$ cat src/rtl/asx_pkg.sv
// Package with operation codes, widths, reset values and state layout of the ALU slice
package asx_pkg;
  localparam int DATA_W = 8;
  localparam int NIB_W  = 4;
  localparam int IDX_W  = 7;
  localparam int OP_W   = 3;

  localparam logic [DATA_W-1:0] ACC_RST   = 8'h00;
  localparam logic [DATA_W-1:0] ZERO_BYTE = 8'h00;
  localparam logic [IDX_W-1:0]  IDX_RST   = 7'h00;
  localparam logic              FLAG_RST  = 1'b0;
  localparam logic              TGT_ACC   = 1'b0;
  localparam logic              TGT_REG   = 1'b1;

  typedef enum logic [OP_W-1:0] {
    OP_LITERAL_MINUS_ACC = 3'h0,
    OP_LITERAL_PARITY    = 3'h1,
    OP_REG_MINUS_ACC     = 3'h2,
    OP_REG_PARITY        = 3'h3,
    OP_NIBBLE_EXCHANGE   = 3'h4
  } asx_op_t;

  typedef struct packed {
    logic [DATA_W-1:0] acc;
    logic              carry;
    logic              nib;
    logic              zero;
    logic              reg_we;
    logic [IDX_W-1:0]  reg_waddr;
    logic [DATA_W-1:0] reg_wdata;
    logic              done;
    logic              stall;
  } asx_state_t;

  // Subtraction b - a; flags read 1 when no borrow occurred
  function automatic logic [DATA_W+1:0] asx_sub(input logic [DATA_W-1:0] b,
                                                input logic [DATA_W-1:0] a);
    logic [DATA_W-1:0] diff;
    diff = DATA_W'(b - a);
    return {diff, (b >= a), (b[NIB_W-1:0] >= a[NIB_W-1:0])};
  endfunction : asx_sub
endpackage : asx_pkg

$ cat src/rtl/asx_op_if.sv
// Interface carrying one operation between the sequencing top and the ALU core
`timescale 1ns/1ps
interface asx_op_if;
  logic [asx_pkg::OP_W-1:0]   op;
  logic [asx_pkg::DATA_W-1:0] acc;
  logic [asx_pkg::DATA_W-1:0] operand;
  logic [asx_pkg::DATA_W-1:0] result;
  logic                       carry;
  logic                       nib;
  logic                       zero;
  logic                       wr_arith;
  logic                       wr_zero;
  logic                       legal;

  modport core (input op, acc, operand,
                output result, carry, nib, zero, wr_arith, wr_zero, legal);
  modport ctrl (output op, acc, operand,
                input result, carry, nib, zero, wr_arith, wr_zero, legal);
endinterface : asx_op_if

$ cat src/rtl/asx_alu_core.sv
// Combinational result and flag logic for the five operations
`timescale 1ns/1ps
module asx_alu_core (
  asx_op_if.core port_if
);
  logic [asx_pkg::DATA_W+1:0] sub_res;

  always_comb begin
    sub_res          = asx_pkg::asx_sub(port_if.operand, port_if.acc);
    port_if.result   = asx_pkg::ZERO_BYTE;
    port_if.carry    = asx_pkg::FLAG_RST;
    port_if.nib      = asx_pkg::FLAG_RST;
    port_if.wr_arith = 1'b0;
    port_if.wr_zero  = 1'b0;
    port_if.legal    = 1'b1;
    case (port_if.op)
      // (RULE1) (RULE3) Two's complement subtract
      asx_pkg::OP_LITERAL_MINUS_ACC, asx_pkg::OP_REG_MINUS_ACC: begin
        port_if.result   = sub_res[asx_pkg::DATA_W+1:2];
        port_if.carry    = sub_res[1];
        port_if.nib      = sub_res[0];
        port_if.wr_arith = 1'b1;
        port_if.wr_zero  = 1'b1;
      end
      // (RULE2) (RULE5) Exclusive or, zero flag only
      asx_pkg::OP_LITERAL_PARITY, asx_pkg::OP_REG_PARITY: begin
        port_if.result  = port_if.acc ^ port_if.operand;
        port_if.wr_zero = 1'b1;
      end
      // (RULE6) Nibble exchange, flags untouched
      asx_pkg::OP_NIBBLE_EXCHANGE: begin
        port_if.result = {port_if.operand[asx_pkg::NIB_W-1:0],
                          port_if.operand[asx_pkg::DATA_W-1:asx_pkg::NIB_W]};
      end
      // Unused codes do nothing
      default: begin
        port_if.legal = 1'b0;
      end
    endcase
    port_if.zero = (port_if.result == asx_pkg::ZERO_BYTE);
  end
endmodule : asx_alu_core

$ cat src/rtl/asx_alu_top.sv
// Accumulator, status flags and write-back sequencing of the ALU slice
//
// Operation
// (RULE1) Literal minus accumulator goes to the accumulator and updates borrow, nibble and zero.
// (RULE2) Literal XOR accumulator goes to the accumulator and changes only the zero flag.
// (RULE3) Register minus accumulator sets borrow, nibble and zero, with a 7-bit register index.
// (RULE4) Register operations write the accumulator when target is 0, the register when it is 1.
// (RULE5) Register XOR accumulator goes to the selected target and changes only the zero flag.
// (RULE6) Nibble exchange swaps the register's halves into the target and changes no flag.
// (RULE7) Every operation finishes in one instruction cycle and never asks for a stall.
`timescale 1ns/1ps
module asx_alu_top (
  // Clock and reset
  input  wire logic                       sys_clk_i,
  input  wire logic                       srst_i,
  // Operation request from the decoder
  input  wire logic                       op_valid_i,
  input  wire logic [asx_pkg::OP_W-1:0]   op_code_i,
  input  wire logic [asx_pkg::DATA_W-1:0] literal_i,
  input  wire logic [asx_pkg::IDX_W-1:0]  reg_index_i,
  input  wire logic                       target_sel_i,
  // Data memory read value of the indexed register
  input  wire logic [asx_pkg::DATA_W-1:0] reg_rdata_i,
  // Accumulator and status
  output logic      [asx_pkg::DATA_W-1:0] acc_o,
  output logic                            carry_borrow_o,
  output logic                            nibble_borrow_flag_o,
  output logic                            zero_o,
  // Register write-back
  output logic                            reg_we_o,
  output logic      [asx_pkg::IDX_W-1:0]  reg_waddr_o,
  output logic      [asx_pkg::DATA_W-1:0] reg_wdata_o,
  // Sequencer handshake
  output logic                            done_o,
  output logic                            stall_o
);
  asx_pkg::asx_state_t state_reg;
  asx_pkg::asx_state_t state_next;
  logic                is_reg_op;

  asx_op_if alu_if ();

  asx_alu_core u_core (
    .port_if (alu_if.core)
  );

  always_comb begin
    alu_if.op      = op_code_i;
    // Registered accumulator feeds the next op, so no bypass is needed
    alu_if.acc     = state_reg.acc;
    // Register ops take the register, every other code the literal
    is_reg_op      = (op_code_i == asx_pkg::OP_REG_MINUS_ACC) ||
                     (op_code_i == asx_pkg::OP_REG_PARITY) ||
                     (op_code_i == asx_pkg::OP_NIBBLE_EXCHANGE);
    alu_if.operand = is_reg_op ? reg_rdata_i : literal_i;
  end

  always_comb begin
    state_next        = state_reg;
    // Strobes are pulses; everything else holds until written
    state_next.reg_we = 1'b0;
    state_next.done   = 1'b0;
    // (RULE7) Never stalls
    state_next.stall  = 1'b0;
    // Unused codes fall out here and leave every register alone but the reg_we and done strobes, which clear
    if (op_valid_i && alu_if.legal) begin
      // (RULE7) Single cycle completion
      state_next.done = 1'b1;
      // (RULE4) Target select steers result
      if (is_reg_op && (target_sel_i == asx_pkg::TGT_REG)) begin
        state_next.reg_we    = 1'b1;
        state_next.reg_waddr = reg_index_i;
        state_next.reg_wdata = alu_if.result;
      end else begin
        state_next.acc = alu_if.result;
      end
      // (RULE1) Arithmetic flags on subtract
      if (alu_if.wr_arith) begin
        state_next.carry = alu_if.carry;
        state_next.nib   = alu_if.nib;
      end
      // (RULE2) Zero flag follows result
      if (alu_if.wr_zero) begin
        state_next.zero = alu_if.zero;
      end
    end
  end

  always_ff @(posedge sys_clk_i) begin
    // Outputs clear with the state, so the decoder sees a quiet slice
    if (srst_i) begin
      state_reg.acc       <= asx_pkg::ACC_RST;
      state_reg.carry     <= asx_pkg::FLAG_RST;
      state_reg.nib       <= asx_pkg::FLAG_RST;
      state_reg.zero      <= asx_pkg::FLAG_RST;
      state_reg.reg_we    <= 1'b0;
      state_reg.reg_waddr <= asx_pkg::IDX_RST;
      state_reg.reg_wdata <= asx_pkg::ZERO_BYTE;
      state_reg.done      <= 1'b0;
      state_reg.stall     <= 1'b0;
    end else begin
      state_reg <= state_next;
    end
  end

  assign acc_o                = state_reg.acc;
  assign carry_borrow_o       = state_reg.carry;
  assign nibble_borrow_flag_o = state_reg.nib;
  assign zero_o               = state_reg.zero;
  assign reg_we_o             = state_reg.reg_we;
  assign reg_waddr_o          = state_reg.reg_waddr;
  assign reg_wdata_o          = state_reg.reg_wdata;
  assign done_o               = state_reg.done;
  assign stall_o              = state_reg.stall;

  // Value delivered by the last operation, wherever it went
  logic [asx_pkg::DATA_W-1:0] last_result;
  assign last_result = reg_we_o ? reg_wdata_o : acc_o;
endmodule : asx_alu_top

$ cat config.mk
export PLATFORM = sky130hd
export DESIGN_NAME = asx_alu_top
export DESIGN_NICKNAME = d
export VERILOG_FILES = /design/src/rtl/asx_pkg.sv /design/src/rtl/asx_op_if.sv /design/src/rtl/asx_alu_core.sv /design/src/rtl/asx_alu_top.sv
export SDC_FILE = /design/constraint.sdc
export NUM_CORES = 1
export LEC_CHECK = 0
export ABC_AREA = 1
export BUFFER_PORTS_ARGS = -buffer_cell sky130_fd_sc_hd__buf_4
export CORE_ASPECT_RATIO = 0.5
export CORE_MARGIN = 2
export CORE_UTILIZATION = 30
export DETAILED_ROUTE_END_ITERATION = 8
export GPL_ROUTABILITY_DRIVEN = 0
export PLACE_DENSITY = 0.6
export SLEW_MARGIN = 20
export SYNTH_ARGS = -nofsm -noshare
export SYNTH_HDL_FRONTEND = slang
export SYNTH_SLANG_ARGS = --single-unit
$ cat constraint.sdc
create_clock -name sys_clk_i -period 3.7 [get_ports sys_clk_i]
set_clock_uncertainty 0.05 [all_clocks]
set_input_delay 0.555 -clock sys_clk_i [delete_from_list [all_inputs] [get_ports sys_clk_i]]
set_output_delay 0.555 -clock sys_clk_i [all_outputs]
set_load 0.05 [all_outputs]
Word-level counts from Yosys, hierarchy flattened
Cells that the tools add are included.
{"block": "word_totals", "elab_cells": 42, "ff_bits": 28, "out_inout_bits": 29, "inputBits": 30}
{"block": "classes", "n_mux": 9, "eq_ne": 4, "bitwise": 3, "add_sub_neg": 1, "n_reduce_logical": 15, "n_lt_le_gt_ge": 2}
{"cell": "8-bit one-hot mux with 3 select lines", "count": 1}
{"cell": "16-bit 2-to-1 mux", "count": 1}
{"cell": "8-bit >= comparator", "count": 1}
{"cell": "8-bit zero test", "count": 1}
{"cell": "8-bit 2-to-1 mux", "count": 1}
{"cell": "2-bit AND reduction", "count": 4}
{"cell": "8-bit subtractor", "count": 1}
{"cell": "8-bit XOR", "count": 1}
{"cell": "3-bit by 2-bit == test with 1-bit output, second input constant", "count": 2}
{"cell": "1-bit 2-to-1 mux", "count": 6}
{"cell": "2-bit OR reduction", "count": 3}
{"cell": "5-bit OR reduction", "count": 1}
{"cell": "4-bit >= comparator", "count": 1}
{"cell": "4-bit OR reduction", "count": 1}
{"cell": "3-bit by 1-bit == test with 1-bit output, second input constant", "count": 1}
{"cell": "3-bit == test, second input constant", "count": 1}
{"cell": "3-bit zero test", "count": 1}
{"cell": "1-bit logical AND", "count": 2}
{"cell": "1-bit logical OR", "count": 2}
{"cell": "1-bit NOT", "count": 2}

Depth between registers and ports, before layout
{"block": "logic_depth", "depth_word": 7, "ltp_mapped": 18, "depth_no_buf": 18}

By module
A second synthesis with hierarchy kept.
{"block": "hier_totals", "cells_unflattened": 375, "area_unflattened_um2": 2200.9}
{"module": "asx_alu_top", "area_per_inst_um2": 1477.7, "cells_per_inst": 230, "instances": 1, "seq_area_each_um2": 560.5}
{"module": "asx_alu_core", "area_per_inst_um2": 723.2, "cells_per_inst": 145, "instances": 1, "seq_area_each_um2": 0.0}

Worst setup path after synthesis
Ideal clock, no wire load.
{"block": "synth_timing", "path_kind": "input port to flip-flop", "from": "input op_code_i[1] (netlist name)", "to": "register state_reg (netlist bit zero_o)", "n_path_buf": 0, "cell_stages": 17, "required_ns": 3.579, "t_arrival_ns": 2.386, "setup_ns": 0.071, "path_slack_ns": 1.194, "cell_sequence": "nor2_2 -> nand2_2 -> nand2_8 -> mux2i_1 -> ha_1 -> fa_1 -> inv_1 -> nand2_1 -> nand2_1 -> nand3_1 -> nand2_1 -> nand2_1 -> nand3_1 -> nand2_1 -> nor2_1 -> nand3_1 -> a21oi_1"}
{"block": "synth_via", "elab_chain_len": 7, "word_cells_on_any_way": 20, "classes_between": "add/sub (1); eq/ne (4); mux (4); bitwise (1); reduce/logical (10)"}
{"element": "start: declaration", "line_no": "asx_alu_top.sv:18", "rtl": "input wire logic [asx_pkg::OP_W-1:0] op_code_i,"}
{"element": "3-bit by 2-bit == test with 1-bit output (on tied branches)", "line_no": "asx_alu_core.sv:16, asx_alu_top.sv:52, asx_alu_top.sv:53"}
{"element": "1-bit logical OR", "line_no": "asx_alu_top.sv:52", "rtl": "is_reg_op = (op_code_i == asx_pkg::OP_REG_MINUS_ACC) ||"}
{"element": "1-bit logical OR", "line_no": "asx_alu_top.sv:53", "rtl": "(op_code_i == asx_pkg::OP_REG_PARITY) ||"}
{"element": "8-bit 2-to-1 mux", "line_no": "asx_alu_top.sv:55", "rtl": "alu_if.operand = is_reg_op ? reg_rdata_i : literal_i;"}
{"element": "8-bit subtractor / 8-bit XOR (equally long branches)", "line_no": "asx_pkg.sv:39, asx_alu_core.sv:27"}
{"element": "8-bit one-hot mux with 3 select lines", "line_no": "asx_alu_core.sv:16", "rtl": "case (port_if.op)"}
{"element": "8-bit zero test", "line_no": "asx_alu_core.sv:40", "rtl": "port_if.zero = (port_if.result == asx_pkg::ZERO_BYTE);"}
{"element": "end signal: assignment", "line_no": "asx_alu_top.sv:102", "rtl": "state_reg <= state_next;"}
{"element": "end: declaration", "line_no": "asx_alu_top.sv:37", "rtl": "asx_pkg::asx_state_t state_reg;"}
Parallel ways exist; a longest one is shown, timed or not.
A chain may end at the register's enable or synchronous reset.

Worst setup path after layout
Ends and elaborated chain as after synthesis.

==> results.json <==
{
  "status": "completed",
  "post_cts_buffers": 0,
  "synth.distinct_cells": 38,
  "core_area_um2": 6081,
  "power.density_nw_per_um2": 395.4,
  "drt_pre_antenna_iters": 4,
  "p_seq_frac": 0.329,
  "power_frac_comb": 0.344,
  "rsz0062_at_grt": "no",
  "criticalPathCategory": "in -> reg",
  "die_h_um": 60.27,
  "cts.htree.levels": 1,
  "min_period_over_period": 0.7164,
  "fillers": 651,
  "vdd_drop_max_uv": 177.3,
  "syn_inst": 283,
  "fmax_ghz": 0.3773,
  "antenna_found_initial": 0,
  "area_growth_pct": 31.42,
  "final_cell_mix": "buf_4, inv_1, nand2_1",
  "worst_setup_path_start_kind": "input pin",
  "final.min_clock_period_ps": 2651,
  "tns_ps": 0,
  "io_buffers": 57,
  "ant_nets": 0,
  "clock_path_buffers": 2,
  "ios": 59,
  "ctsHoldBuffers": 0,
  "maxSlewViolCount": 0,
  "crit_required_ps": 3790,
  "synthFlopType": "dfxtp_1",
  "cts_tree": "yes",
  "p_total_uw": 987.0,
  "layout_commonest_cell": "buf_4",
  "clock_latency_ps": 270,
  "grt_pass1_vias": 1754,
  "die_area_um2": 7022,
  "synth-seq-cells": 28,
  "p_switching_uw": 338.7,
  "worstSetupEndpointType": "flip-flop",
  "worstPathArrival_ps": 2740,
  "post-route-drc-count": 0,
  "cts-resized-gates": 0,
  "vias_per_cell": 4.605,
  "cellLeakagePower_uw": 0.001286,
  "worst-path-max-fanout": 7,
  "drv_cap": 0,
  "clkPwrFrac": 0.327,
  "dpl.hpwl_um": 4069,
  "rows": 20,
  "post_drt_wl_per_cell_um": 11.80,
  "cts.sinks": 28,
  "yosysWarnings": 0,
  "p_int_uw": 648.3,
  "vias": 1957,
  "seq_area_frac_synth": 0.2951,
  "start_util": 0.3123,
  "synth_edf_count": 0,
  "layout-drive-gt1-share": 0.2463,
  "drt-initial-drc-count": 105,
  "avgSynthCellArea_um2": 6.711,
  "antenna_cells": 0,
  "clock-root-buffer": "clkbuf_16",
  "overflow": 0,
  "grt_start_max_net_pins": 29,
  "synth_area_um2": 1899,
  "synth_nets": 323,
  "drt_wl_total_um": 5013,
  "hold_class": "reg -> reg",
  "swShare": 0.3432,
  "hold_viol": 0,
  "clk_pin_slew_ps": 70,
  "setup_viol": 0,
  "fp.dieW_um": 116.5,
  "grt_pass1_wl_um": 8217,
  "grtUsageTotal": 0.1491,
  "fin_nets": 378,
  "synthArstFlopShare": 0,
  "numCtsBuffers": 3
}
[cells in the mapped netlist (2+ instances only)]
| cell type | instances | area, um2 |
|---|---|---|
| nand2_4 | 3 | 33.78 |
| o21ai_1 | 8 | 40.04 |
| inv_2 | 3 | 11.26 |
| clkbuf_1 | 2 | 7.510 |
| o22ai_1 | 2 | 12.51 |
| a21oi_1 | 23 | 115.1 |
| nor3_1 | 3 | 15.01 |
| a21oi_2 | 3 | 26.28 |
| buf_6 | 2 | 22.52 |
| nand2_2 | 3 | 18.77 |
| o21ai_0 | 12 | 60.06 |
| a211oi_1 | 2 | 15.01 |
| inv_1 | 56 | 210.2 |
| nand2_8 | 2 | 40.04 |
| nor2_1 | 19 | 71.32 |
| nand3_1 | 25 | 125.1 |
| nand2_1 | 55 | 206.5 |
| nand4_1 | 4 | 25.02 |
| dfxtp_1 | 28 | 560.5 |
| nor2_2 | 2 | 12.51 |
| ha_1 | 9 | 112.6 |
[critical path, stage by stage]
cell and delay (ps):
buf_4 130, nor2_2 160, nand2_2 160, nand2_8 140
mux2i_1 200, ha_1 200, fa_1 410, inv_1 70
nand2_1 50, o211ai_1 110, o21ai_0 200, nand3_1 140
nor2_1 50, nand3_1 90, a21oi_1 60
[flip-flops by register name (all words and copies together) (netlist names)]
register,flops
acc_o,8
carry_borrow_o,1
done_o,1
nibble_borrow_flag_o,1
reg_waddr_o,7
reg_wdata_o,8
reg_we_o,1
zero_o,1
[final cells by class]
type                       instances  area, um2  share of cell area
clock inverter                     1      30.03             0.01203
multi-input combinational        187       1054              0.4221
inverter                          61      239.0             0.09574
sequential                        28      560.5              0.2246
tap                               88      110.1             0.04411
clock buffer                       3      75.07             0.03008
timing repair buffer              57      427.9              0.1714
[metrics by stage]
stage / cell area, um2 / util / setup slack (ps) / instances / hold slack [ps]
2_1_floorplan: 1899 / - / 1194 / 283 / 631.3
3_3_place_gp: 2391 / 0.3932 / 879.7 / 421 / 400.0
3_5_place_dp: 2391 / 0.3932 / 799.7 / 421 / 411.0
4_1_cts: 2496 / 0.4105 / 1082 / 425 / 422.0
5_1_grt: 2496 / 0.4105 / 871.2 / 425 / 434.9
6_report: 2496 / 0.4105 / 1049 / 425 / 420.9
[power by group through the flow]
| stage | combinational (uW) | sequential (uW) | clock [uW] |
|---|---|---|---|
| floorplan | 191 | 381 | 0 |
| global placement | 334 | 332 | 0 |
| detailed placement | 337 | 332 | 0 |
| CTS | 338 | 325 | 325 |
| global route | 377 | 327 | 341 |
| finish | 339 | 325 | 323 |
[per-layer routing]
| metal | vias up | track usage | share of wire |
|---|---|---|---|
| li1 | 1006 | - | - |
| met5 | - | 0 | 0 |
| met3 | 2 | 0.03144 | 0.066 |
| met2 | 61 | 0.2508 | 0.47 |
| met1 | 888 | 0.2015 | 0.46 |
| met4 | 0 | 0.02551 | 0.0052 |
[path summary, 6_finish.rpt]
kind | to | startpoint | cells past startpoint | slack [ps]
setup / recovery | zero_o | op_code_i[1] | 15 | 1050
hold / removal | reg_waddr_o[1] | reg_waddr_o[1] | 2 | 420
setup reg to reg | zero_o | acc_o[0] | 13 | 1660
hold reg to reg | reg_waddr_o[1] | reg_waddr_o[1] | 2 | 420
[logic make-up (layout without fill, tap and decap cells)]
logic type | Yosys count | count (layout) | share of synthesized area
buffers and inverters | 68 | 122 | 0.1502
adders and majority gates | 10 | 10 | 0.06983
other | 1 | 1 | 0.001974
and+or+nand+nor | 120 | 120 | 0.3123
AOI/OAI and AO/OA | 55 | 55 | 0.1654
muxes | 1 | 1 | 0.005270
DFF | 28 | 28 | 0.2951
Note: power is estimated with default switching activity, not from simulation.
